### config.mk
export PLATFORM = sky130hd
export DESIGN_NAME = crssu_core
export DESIGN_NICKNAME = d
export VERILOG_FILES = /design/src/core/crssu_core.v /design/src/core/crssu_regfile.v
export VERILOG_INCLUDE_DIRS = /design/src /design/src/core
export SDC_FILE = /design/constraint.sdc
export NUM_CORES = 1
export LEC_CHECK = 0
export BUFFER_PORTS_ARGS = -buffer_cell sky130_fd_sc_hd__buf_4
export CORE_ASPECT_RATIO = 0.8
export CORE_MARGIN = 4
export CORE_UTILIZATION = 60
export DETAILED_ROUTE_END_ITERATION = 16
export GPL_TIMING_DRIVEN = 0
export HOLD_SLACK_MARGIN = 0.15
export PLACE_DENSITY = 0.89
export SYNTH_ARGS = -nofsm -noshare
export SYNTH_HDL_FRONTEND = slang
export SYNTH_SLANG_ARGS = --single-unit
export TNS_END_PERCENT = 30
### constraint.sdc
create_clock -name clk_i -period 6.25 [get_ports clk_i]
set_clock_uncertainty 0.15 [all_clocks]
set_input_delay 0.3125 -clock clk_i [delete_from_list [all_inputs] [get_ports clk_i]]
set_output_delay 0.3125 -clock clk_i [all_outputs]
set_load 0.02 [all_outputs]
### src/core/crssu_defines.vh
// Constants shared by the register, stack and status core
`ifndef CRSSU_DEFINES_VH
`define CRSSU_DEFINES_VH

// Data memory addresses
`define CRSSU_REG_TOP      12'h01f
`define CRSSU_ADDR_SP      12'hf80
`define CRSSU_ADDR_SBS     12'hf84
`define CRSSU_ADDR_PSW_LO  12'hfb0
`define CRSSU_ADDR_PSW_HI  12'hfb1

// Reset values
`define CRSSU_SBS_RST      4'h8
`define CRSSU_SP_RST       8'h00

// Status word bit positions
`define CRSSU_PSW_CY       7
`define CRSSU_PSW_SK2      6
`define CRSSU_PSW_SK1      5
`define CRSSU_PSW_SK0      4
`define CRSSU_PSW_IRQ_LEVEL_HI     3
`define CRSSU_PSW_IRQ_LEVEL_LO     2
`define CRSSU_PSW_MBE      1
`define CRSSU_PSW_RBE      0

// Stack bank select bit positions
`define CRSSU_SBS_MODE     3
`define CRSSU_SBS_BANK     0

// Nibble offsets inside a bank
`define CRSSU_NIB_A        3'h0
`define CRSSU_NIB_X        3'h1
`define CRSSU_NIB_L        3'h2
`define CRSSU_NIB_H        3'h3
`define CRSSU_NIB_E        3'h4
`define CRSSU_NIB_D        3'h5
`define CRSSU_NIB_C        3'h6
`define CRSSU_NIB_B        3'h7

// Register pair codes
`define CRSSU_PAIR_XA      3'h0
`define CRSSU_PAIR_HL      3'h1
`define CRSSU_PAIR_DE      3'h2
`define CRSSU_PAIR_BC      3'h3
`define CRSSU_PAIR_DL      3'h4

// Carry operation codes
`define CRSSU_CY_NOP       4'h0
`define CRSSU_CY_SET       4'h1
`define CRSSU_CY_CLR       4'h2
`define CRSSU_CY_NOT       4'h3
`define CRSSU_CY_LOAD      4'h4
`define CRSSU_CY_AND       4'h5
`define CRSSU_CY_OR        4'h6
`define CRSSU_CY_XOR       4'h7
`define CRSSU_CY_ARITH     4'h8

// Interrupt status levels
`define CRSSU_IST_TOP      2'h2

`endif

### src/core/crssu_core.v
// Register, stack pointer and status word core of a 4-bit CPU
//
// Summary of operation
// [RULE1] Four banks of eight nibble registers, memory-mapped
// [RULE2] Active bank is expand flag AND select
// [RULE3] Nibble access; pairs and pointer pairs eight-bit
// [RULE4] Alternate pairs from bank with bit0 flipped
// [RULE5] Register storage reachable by plain memory access
// [RULE6] A, pair XA, carry serve as accumulators
// [RULE7] Stack bank field picks bank zero or one
// [RULE8] Pointer decrements before push, increments after pop
// [RULE9] Pointer eight-bit, bank select four-bit accessible
// [RULE10] Pointer zero pushes to bank top address
// [RULE11] Stack address wraps inside selected bank
// [RULE12] Reset loads bank select with 1000B
// [RULE13] Bank select bit3 picks legacy or extended mode
// [RULE14] Status word at two nibbles, low writable
// [RULE15] Calls save flags only; interrupts save all
// [RULE16] Carry captures arithmetic overflow or underflow
// [RULE17] Carry set, clear, invert, test, bit logic
// [RULE18] Carry after reset is not to be relied on
// [RULE19] Skip bits written only by execution
// [RULE20] Interrupt level codes zero, one, two used
// [RULE21] Interrupt entry saves level then advances it
// [RULE22] Software disables interrupts around level writes
// [RULE23] Expand flag clear forces bank zero
`timescale 1ns/100ps
`default_nettype none
`include "crssu_defines.vh"
module crssu_core
(
  input  wire        clk_i,
  input  wire        nrst_i,
  // Bank selection from the bank select unit
  input  wire [1:0]  regbank_select_i,
  output wire [1:0]  active_bank_o,
  // Register port for instruction execution
  input  wire        reg_rd_wide_i,
  input  wire [2:0]  reg_rd_nib_i,
  input  wire [2:0]  reg_rd_pair_i,
  input  wire        reg_rd_alt_i,
  output wire [7:0]  reg_rdata_o,
  input  wire        reg_wr_i,
  input  wire        reg_wr_wide_i,
  input  wire [2:0]  reg_wr_nib_i,
  input  wire [2:0]  reg_wr_pair_i,
  input  wire        reg_wr_alt_i,
  input  wire [7:0]  reg_wdata_i,
  // Data memory port
  input  wire        mem_en_i,
  input  wire        mem_we_i,
  input  wire        mem_wide_i,
  input  wire [11:0] mem_addr_i,
  input  wire [7:0]  mem_wdata_i,
  output reg  [7:0]  mem_rdata_o,
  output reg         mem_hit_o,
  // Stack
  input  wire        push_i,
  input  wire        pop_i,
  output wire [11:0] stack_addr_o,
  output wire [7:0]  stack_pointer_o,
  output wire [3:0]  stack_bank_select_o,
  output wire        legacy_mode_o,
  output wire        extended_mode_o,
  // Status word save and restore
  input  wire        call_i,
  input  wire        ret_i,
  input  wire        irq_accept_i,
  input  wire        interrupt_return_op_i,
  input  wire        irq_rbe_i,
  input  wire        irq_mbe_i,
  input  wire [7:0]  psw_restore_i,
  output wire [7:0]  psw_save_o,
  output wire [7:0]  status_word_o,
  // Carry, skip, interrupt level and expand flags
  input  wire [3:0]  carry_op_i,
  input  wire        carry_bit_i,
  input  wire        carry_arith_i,
  output wire        carry_flag_o,
  input  wire        skip_we_i,
  input  wire [2:0]  skip_i,
  output wire [1:0]  irq_level_o,
  output wire        regbank_expand_flag_o,
  output wire        membank_expand_flag_o
);

  reg  [7:0] sp_reg;
  reg  [7:0] sp_next;
  reg  [3:0] sbs_reg;
  reg  [3:0] sbs_next;
  reg        cy_reg;
  reg        cy_next;
  reg  [2:0] sk_reg;
  reg  [2:0] sk_next;
  reg  [1:0] ist_reg;
  reg  [1:0] ist_next;
  reg        mbe_reg;
  reg        mbe_next;
  reg        rbe_reg;
  reg        rbe_next;

  wire [1:0] bank;
  wire [1:0] alt_bank;
  wire [7:0] program_status_word;
  wire [7:0] rf_a;
  wire [7:0] rf_b;

  //--------------------------------------------------------
  // Bank selection
  //--------------------------------------------------------
  assign bank     = regbank_select_i & {2{rbe_reg}}; // [RULE2] [RULE23]
  assign alt_bank = {bank[1], ~bank[0]};             // [RULE4]
  assign active_bank_o = bank;

  // Nibble offset of a pair's low and high half
  function [5:0] pair_offs;
    input [2:0] code;
    begin
      case (code)
        `CRSSU_PAIR_XA: pair_offs = {`CRSSU_NIB_X, `CRSSU_NIB_A};
        `CRSSU_PAIR_HL: pair_offs = {`CRSSU_NIB_H, `CRSSU_NIB_L};
        `CRSSU_PAIR_DE: pair_offs = {`CRSSU_NIB_D, `CRSSU_NIB_E};
        `CRSSU_PAIR_BC: pair_offs = {`CRSSU_NIB_B, `CRSSU_NIB_C};
        `CRSSU_PAIR_DL: pair_offs = {`CRSSU_NIB_D, `CRSSU_NIB_L};
        default:        pair_offs = {`CRSSU_NIB_X, `CRSSU_NIB_A};
      endcase
    end
  endfunction

  //--------------------------------------------------------
  // Register port decode
  //--------------------------------------------------------
  // Pair code zero is the wide accumulator, nibble A the narrow one
  wire [5:0] rd_po = pair_offs(reg_rd_pair_i);            // [RULE6]
  wire [5:0] wr_po = pair_offs(reg_wr_pair_i);
  wire [1:0] rd_bk = (reg_rd_wide_i && reg_rd_alt_i) ?
                     alt_bank : bank;                      // [RULE4]
  wire [1:0] wr_bk = (reg_wr_wide_i && reg_wr_alt_i) ?
                     alt_bank : bank;
  wire [4:0] rd_lo = reg_rd_wide_i ? {rd_bk, rd_po[2:0]} :
                     {rd_bk, reg_rd_nib_i};                // [RULE3]
  wire [4:0] rd_hi = {rd_bk, rd_po[5:3]};
  wire [4:0] wr_lo = reg_wr_wide_i ? {wr_bk, wr_po[2:0]} :
                     {wr_bk, reg_wr_nib_i};                // [RULE3]
  wire [4:0] wr_hi = {wr_bk, wr_po[5:3]};

  assign reg_rdata_o = reg_rd_wide_i ? rf_a : {4'h0, rf_a[3:0]};

  //--------------------------------------------------------
  // Data memory decode
  //--------------------------------------------------------
  wire       m_reg  = mem_en_i && (mem_addr_i <= `CRSSU_REG_TOP);
  wire       m_sp   = mem_en_i && (mem_addr_i == `CRSSU_ADDR_SP);
  wire       m_sbs  = mem_en_i && (mem_addr_i == `CRSSU_ADDR_SBS);
  wire       m_pswl = mem_en_i && (mem_addr_i == `CRSSU_ADDR_PSW_LO);
  wire       m_pswh = mem_en_i && (mem_addr_i == `CRSSU_ADDR_PSW_HI);
  wire [4:0] m_lo   = mem_addr_i[4:0];
  wire [4:0] m_hi   = mem_addr_i[4:0] + 5'h01;

  // Execution writes take the port ahead of memory writes
  wire       mw     = m_reg && mem_we_i && !reg_wr_i;      // [RULE5]
  wire       we_lo  = reg_wr_i || mw;
  wire       we_hi  = (reg_wr_i && reg_wr_wide_i) ||
                      (mw && mem_wide_i);
  wire [4:0] wa_lo  = reg_wr_i ? wr_lo : m_lo;
  wire [4:0] wa_hi  = reg_wr_i ? wr_hi : m_hi;
  wire [7:0] wd     = reg_wr_i ? reg_wdata_i : mem_wdata_i;

  crssu_regfile
  #(
    .NIBS (32),
    .AW   (5)
  )
  u_regfile
  (
    .clk_i   (clk_i),
    .we_lo_i (we_lo),
    .we_hi_i (we_hi),
    .wa_lo_i (wa_lo),
    .wa_hi_i (wa_hi),
    .wd_i    (wd),
    .ra_lo_i (rd_lo),
    .ra_hi_i (rd_hi),
    .ra_o    (rf_a),
    .rb_lo_i (m_lo),
    .rb_hi_i (m_hi),
    .rb_o    (rf_b)
  );                                                       // [RULE1]

  //--------------------------------------------------------
  // Memory read data, one cycle after the request
  //--------------------------------------------------------
  always @(posedge clk_i)
  begin
    if (!nrst_i)
    begin
      mem_rdata_o <= 8'h00;
      mem_hit_o   <= 1'b0;
    end
    else
    begin
      mem_hit_o <= m_reg || m_sp || m_sbs || m_pswl || m_pswh;
      if (m_reg)
        mem_rdata_o <= mem_wide_i ? rf_b : {4'h0, rf_b[3:0]}; // [RULE5]
      else if (m_sp)
        mem_rdata_o <= sp_reg;                                // [RULE9]
      else if (m_sbs)
        mem_rdata_o <= {4'h0, sbs_reg};                       // [RULE9]
      else if (m_pswl)
        mem_rdata_o <= mem_wide_i ? program_status_word : {4'h0, program_status_word[3:0]};   // [RULE14]
      else if (m_pswh)
        mem_rdata_o <= {4'h0, program_status_word[7:4]};
      else
        mem_rdata_o <= 8'h00;
    end
  end

  //--------------------------------------------------------
  // Stack pointer and stack bank
  //--------------------------------------------------------
  // Eight-bit arithmetic keeps the address inside the bank
  wire [7:0] sp_dec = sp_reg - 8'h01;                      // [RULE10] [RULE11]
  wire [7:0] sp_low = push_i ? sp_dec : sp_reg;            // [RULE8]

  assign stack_addr_o = {3'h0, sbs_reg[`CRSSU_SBS_BANK], sp_low}; // [RULE7]
  assign stack_pointer_o     = sp_reg;
  assign stack_bank_select_o = sbs_reg;
  assign legacy_mode_o       = sbs_reg[`CRSSU_SBS_MODE];    // [RULE13]
  assign extended_mode_o     = ~sbs_reg[`CRSSU_SBS_MODE];   // [RULE13]

  always @*
  begin
    sp_next  = sp_reg;
    sbs_next = sbs_reg;
    if (push_i)
      sp_next = sp_dec;                                    // [RULE8]
    else if (pop_i)
      sp_next = sp_reg + 8'h01;                            // [RULE8]
    else if (m_sp && mem_we_i && mem_wide_i)
      sp_next = mem_wdata_i;                               // [RULE9]
    if (m_sbs && mem_we_i)
      sbs_next = mem_wdata_i[3:0];                         // [RULE9]
  end

  always @(posedge clk_i)
  begin
    if (!nrst_i)
    begin
      sp_reg  <= `CRSSU_SP_RST;
      sbs_reg <= `CRSSU_SBS_RST;                           // [RULE12]
    end
    else
    begin
      sp_reg  <= sp_next;
      sbs_reg <= sbs_next;
    end
  end

  //--------------------------------------------------------
  // Status word
  //--------------------------------------------------------
  assign program_status_word = {cy_reg, sk_reg, ist_reg, mbe_reg, rbe_reg};
  assign status_word_o = program_status_word;
  assign psw_save_o    = call_i ?
                         {6'h00, mbe_reg, rbe_reg} : program_status_word;  // [RULE15]
  assign carry_flag_o  = cy_reg;                           // [RULE17]
  assign irq_level_o   = ist_reg;
  assign regbank_expand_flag_o = rbe_reg;
  assign membank_expand_flag_o = mbe_reg;

  always @*
  begin
    cy_next  = cy_reg;
    sk_next  = sk_reg;
    ist_next = ist_reg;
    mbe_next = mbe_reg;
    rbe_next = rbe_reg;
    case (carry_op_i)
      `CRSSU_CY_SET:   cy_next = 1'b1;                     // [RULE17]
      `CRSSU_CY_CLR:   cy_next = 1'b0;                     // [RULE17]
      `CRSSU_CY_NOT:   cy_next = ~cy_reg;                  // [RULE17]
      `CRSSU_CY_LOAD:  cy_next = carry_bit_i;              // [RULE17]
      `CRSSU_CY_AND:   cy_next = cy_reg & carry_bit_i;     // [RULE17]
      `CRSSU_CY_OR:    cy_next = cy_reg | carry_bit_i;     // [RULE17]
      `CRSSU_CY_XOR:   cy_next = cy_reg ^ carry_bit_i;     // [RULE17]
      `CRSSU_CY_ARITH: cy_next = carry_arith_i;            // [RULE16]
      default:         cy_next = cy_reg;
    endcase
    // Skip bits have no memory write path
    if (skip_we_i)
      sk_next = skip_i;                                    // [RULE19]
    if (m_pswl && mem_we_i)
    begin
      // Level writes rely on software masking interrupts   [RULE22]
      ist_next = mem_wdata_i[`CRSSU_PSW_IRQ_LEVEL_HI:`CRSSU_PSW_IRQ_LEVEL_LO];
      mbe_next = mem_wdata_i[`CRSSU_PSW_MBE];              // [RULE14]
      rbe_next = mem_wdata_i[`CRSSU_PSW_RBE];              // [RULE14]
    end
    if (interrupt_return_op_i)
    begin
      cy_next  = psw_restore_i[`CRSSU_PSW_CY];             // [RULE15]
      sk_next  = psw_restore_i[`CRSSU_PSW_SK2:`CRSSU_PSW_SK0];
      ist_next = psw_restore_i[`CRSSU_PSW_IRQ_LEVEL_HI:`CRSSU_PSW_IRQ_LEVEL_LO]; // [RULE21]
      mbe_next = psw_restore_i[`CRSSU_PSW_MBE];
      rbe_next = psw_restore_i[`CRSSU_PSW_RBE];
    end
    else if (irq_accept_i)
    begin
      if (ist_reg < `CRSSU_IST_TOP)
        ist_next = ist_reg + 2'h1;                         // [RULE20] [RULE21]
      mbe_next = irq_mbe_i;
      rbe_next = irq_rbe_i;
    end
    else if (ret_i)
    begin
      mbe_next = psw_restore_i[`CRSSU_PSW_MBE];            // [RULE15]
      rbe_next = psw_restore_i[`CRSSU_PSW_RBE];
    end
  end

  always @(posedge clk_i)
  begin
    if (!nrst_i)
    begin
      // Carry is cleared only so that it is never unknown  [RULE18]
      cy_reg  <= 1'b0;
      sk_reg  <= 3'h0;
      ist_reg <= 2'h0;
      mbe_reg <= 1'b0;
      rbe_reg <= 1'b0;
    end
    else
    begin
      cy_reg  <= cy_next;
      sk_reg  <= sk_next;
      ist_reg <= ist_next;
      mbe_reg <= mbe_next;
      rbe_reg <= rbe_next;
    end
  end

endmodule // crssu_core
`default_nettype wire

### src/core/crssu_regfile.v
// General register storage: four banks of eight nibbles
`timescale 1ns/100ps
`default_nettype none
module crssu_regfile
#(
  parameter NIBS = 32,
  parameter AW   = 5
)
(
  input  wire          clk_i,
  input  wire          we_lo_i,
  input  wire          we_hi_i,
  input  wire [AW-1:0] wa_lo_i,
  input  wire [AW-1:0] wa_hi_i,
  input  wire [7:0]    wd_i,
  input  wire [AW-1:0] ra_lo_i,
  input  wire [AW-1:0] ra_hi_i,
  output wire [7:0]    ra_o,
  input  wire [AW-1:0] rb_lo_i,
  input  wire [AW-1:0] rb_hi_i,
  output wire [7:0]    rb_o
);

  wire [4*NIBS-1:0] flat;

  //--------------------------------------------------------
  // Storage, one nibble per entry
  //--------------------------------------------------------
  genvar g;
  generate
    for (g = 0; g < NIBS; g = g + 1)
    begin : g_nib
      reg [3:0] nib_reg;
      always @(posedge clk_i)
      begin
        if (we_hi_i && (wa_hi_i == g))
          nib_reg <= wd_i[7:4];
        else if (we_lo_i && (wa_lo_i == g))
          nib_reg <= wd_i[3:0];
      end
      assign flat[4*g+3:4*g] = nib_reg;
    end
  endgenerate

  assign ra_o = {flat[4*ra_hi_i +: 4], flat[4*ra_lo_i +: 4]};
  assign rb_o = {flat[4*rb_hi_i +: 4], flat[4*rb_lo_i +: 4]};

endmodule // crssu_regfile
`default_nettype wire
==> metrics.md <==
| Metric | Value |
|---|---|
| First DRT Iteration DRCs | `2,079` |
| Register area share after synthesis | `0.3609` |
| Number of H-tree levels | `4` |
| Vias in the first global route | `10,924` |
| Layout cells sized above 1 | `0.2494` |
| Clock Latency Late Sink | `0.44 ns` |
| DR vias | `about 12,000` |
| Required @ worst endpoint | `~6.4 ns` |
| Antenna violations before repair | `0` |
| Largest stage delay, worst path | `approximately 0.74 ns` |
| Worst slew pin tran | `between 1 and 1.5 ns` |
| Synth async-reset ratio | `0` |
| Synth area leader | `edfxtp_1` |
| Core ar. | `0.01997 mm2` |
| TritonCTS Buffers | `17` |
| Power consumption | `0.003012 W` |
| Max_slew headroom | `0.1278` |
| Boundary Pins | `144` |
| Cells after DPL | `1,515` |
| FF-to-FF setup slack | `approximately 2.6 ns` |
| Ys Warns | `0` |
| Commonest non-fill, non-tap cell in the layout | `mux2i_1` |
| Final critical-path required period | `4.471 ns` |
| First-pass GRT wire length | `71,420 um` |
| Hold path cells | `5` |
| F_max | `~220 MHz` |
| Post-synth EDFFs | `128` |
| Primary FF master, synth | `edfxtp_1` |
| FF-to-FF path depth | `7` |
| Maxcap violations | `0` |
| Largest net degree at the start of global routing | `18` |
| Setup violators final | `0` |
| Finished Layout Cells | `1,567` |
| Clock Path Buffers | `2` |
| Clk slew on worst S/H paths | `approximately 0.070 ns` |
| Die Wd | `167.8 um` |
| Critical path peak fanout | `10` |
| Crit. Startpoint | `mem_addr_i[1]` |
| Synth-to-Final Area Change | `17.34%` |
| Leakage power | `5.550 nW` |
| Die Ht | `135.9 um` |
| Fin util | `0.7203` |
| N_diodes | `0` |
| WL per Instance | `31.83 um` |
| DP Wirelength | `38,820 um` |
| RSZ-0062 raised after global routing | `no` |
| Total global-route track usage | `0.4294` |
| Worst IR drop on VDD | `0.0001998 V` |
| CTS sink cnt | `157` |
| CP most frequent cell | `clkbuf_1` |
| WP data arrival | `4.60 ns` |
| GPL Wtd Cong | `between 1 and 1.5` |
| Max reg flops | `128` |
| Yosys reg bits | `157` |
| Hold Path Origin | `mem_wdata_i[5]` |
| Die ar. | `~0.023 mm2` |
| Cell count after synthesis | `1,114` |
| Final period util | `0.7153` |
| Grt ovf | `0` |
| Initial DRT Pass Iterations | `7` |
| Post-synth cell types | `71` |
| Hold Vio Cnt, Final | `0` |
| Yosys top cell area share | `0.3135` |
| Worst flop-to-flop path startpoint | `regbank_expand_flag_o` |
| HP Class | `in -> reg` |
| ANT nets after route | `0` |
| Synth area leaders | `edfxtp_1 (31%), mux4_2 (17%), mux2i_1 (16%), dfxtp_1 (4.7%), nand2_1 (3.0%)` |
| Netlist Area Pre-Place | `0.01226 mm2` |
| Setup bufs post-CTS | `0` |
| Startpoint Class | `input pin` |
| Final WL | `49,870 um` |
| CTS tree | `done` |
| DRC viols | `0` |
| Commonest cells after routing, fill and taps aside | `mux2i_1 (193), buf_4 (152), edfxtp_1 (128)` |
| Final Slew Violations | `0` |
| Kind of critical path | `in -> reg` |
| Root Buffer | `clkbuf_16` |
| Worst r2r dst | `u_regfile.g_nib[9].nib_reg[1]` |
| CP Capture Type | `flop` |
| Initial Util | `0.6138` |
| Status | `completed` |
| Via density | `7.468` |
| Avg Synthesized Cell Area | `approximately 11 um2` |
| Crit path capture | `mem_rdata_o[5]` |
| Pwr per Cell Area | `around 210 mW/mm2` |
| Crit path cell chain | `buf_4, clkbuf_1, clkbuf_1, inv_1, ha_1, buf_2, buf_1, mux4_2, a211oi_1, o32ai_1` |
| Nets | `1,375` |
| # rows | `between 40 and 50` |
| Final setup TNS | `0 ns` |
| Port Buffers | `135` |
| Critical-path top delay cell | `buf_1` |
critical path: cells and delay by family:
kind / cells / cell delay (ns)
buf+inv: 6 / 2.47
mux: 1 / 0.59
fa+ha+maj: 1 / 0.31
compound gates: 2 / 0.90
metrics by stage:
step	setup WS [ns]	area [um2]	hold WS [ns]
finish	1.779	14390	0.1538
detailed placement	1.559	13610	0.3198
CTS	1.995	14390	0.1505
global placement	1.520	13610	0.3097
floorplan	2.817	12270	0.2343
global route	1.706	14390	0.1602
synthesized netlist by cell type (4+ instances only):
library cell  instances
nand3_1              17
ha_1                  7
a21oi_1              32
a32o_1                4
nand4_1               5
and2_1                9
a211oi_1              5
inv_1                24
clkbuf_1             54
nand2_1              97
nor3_1               16
dfxtp_1              29
buf_2                16
a31oi_1              10
buf_4                17
o32ai_1               4
a311oi_1              4
edfxtp_1            128
nand2b_1             11
nor2_1               73
a211o_1               6
mux2i_1             193
o2111ai_1             4
mux2_2                4
nor2_2               16
buf_1                 8
o211ai_1             15
xor2_1                6
o21ai_0              40
a221oi_1              9
o21a_1                4
or4_1                 5
xnor2_1              10
o22ai_1              13
mux4_2               91
nor2b_1              13
o221ai_1             13
a21o_1               16
and3_1                9
a22oi_1              27
layout make-up:
cell class	count	area [um2]
Fill cell	1415	5587
Multi-Input combinational cell	837	7300
Clock inverter	15	148.9
Sequential cell	157	4424
Timing Repair Buffer	155	1214
Inverter	26	97.59
Clock buffer	17	425.4
Buffer	96	445.4
Tap cell	264	330.3
kinds of logic (layout without fill, tap and decap cells):
group / count (synthesis) / in the layout / synth area share
AO/OA/AOI/OAI: 226 / 226 / 0.1283
XOR/XNOR: 16 / 16 / 0.01143
adder cells (fa/ha/maj): 7 / 7 / 0.007144
buffers and inverters: 122 / 309 / 0.04429
flip-flops: 157 / 157 / 0.3609
multiplexers: 289 / 289 / 0.3296
other: 1 / 3 / 0.0003059
AND/OR/NAND/NOR: 296 / 296 / 0.1181
per-layer routing:
layer	share of wire	global-route usage	vias up
met1	0.36	0.6158	5612
met4	0.043	0.1469	0
met5	0	0	-
li1	-	-	4713
met2	0.40	0.5774	1192
met3	0.20	0.1956	185
report_power, final:
group | leakage [nW] | internal [W] | switching [W]
Combinational | 3.88 | 0.000310 | 0.000472
Sequential | 1.39 | 0.00116 | 0.0000379
Clock | 0.279 | 0.000531 | 0.000501
timing repair:
| item | 4_1_cts | 5_1_grt |
|---|---|---|
| endpoints found under the hold margin | 19 | 0 |
| hold buffers | 20 | 0 |
| resized for setup | 0 | 0 |
how the worst min path moves through the flow:
stage / to / slack (ns)
2_1_floorplan: stack_bank_select_o[3] / 0.23
3_3_place_gp: stack_bank_select_o[1] / 0.31
3_5_place_dp: stack_bank_select_o[1] / 0.32
4_1_cts: stack_pointer_o[5] / 0.15
5_1_grt: stack_pointer_o[5] / 0.16
6_report: stack_pointer_o[5] / 0.15
Note: power is estimated with default switching activity, not from simulation.
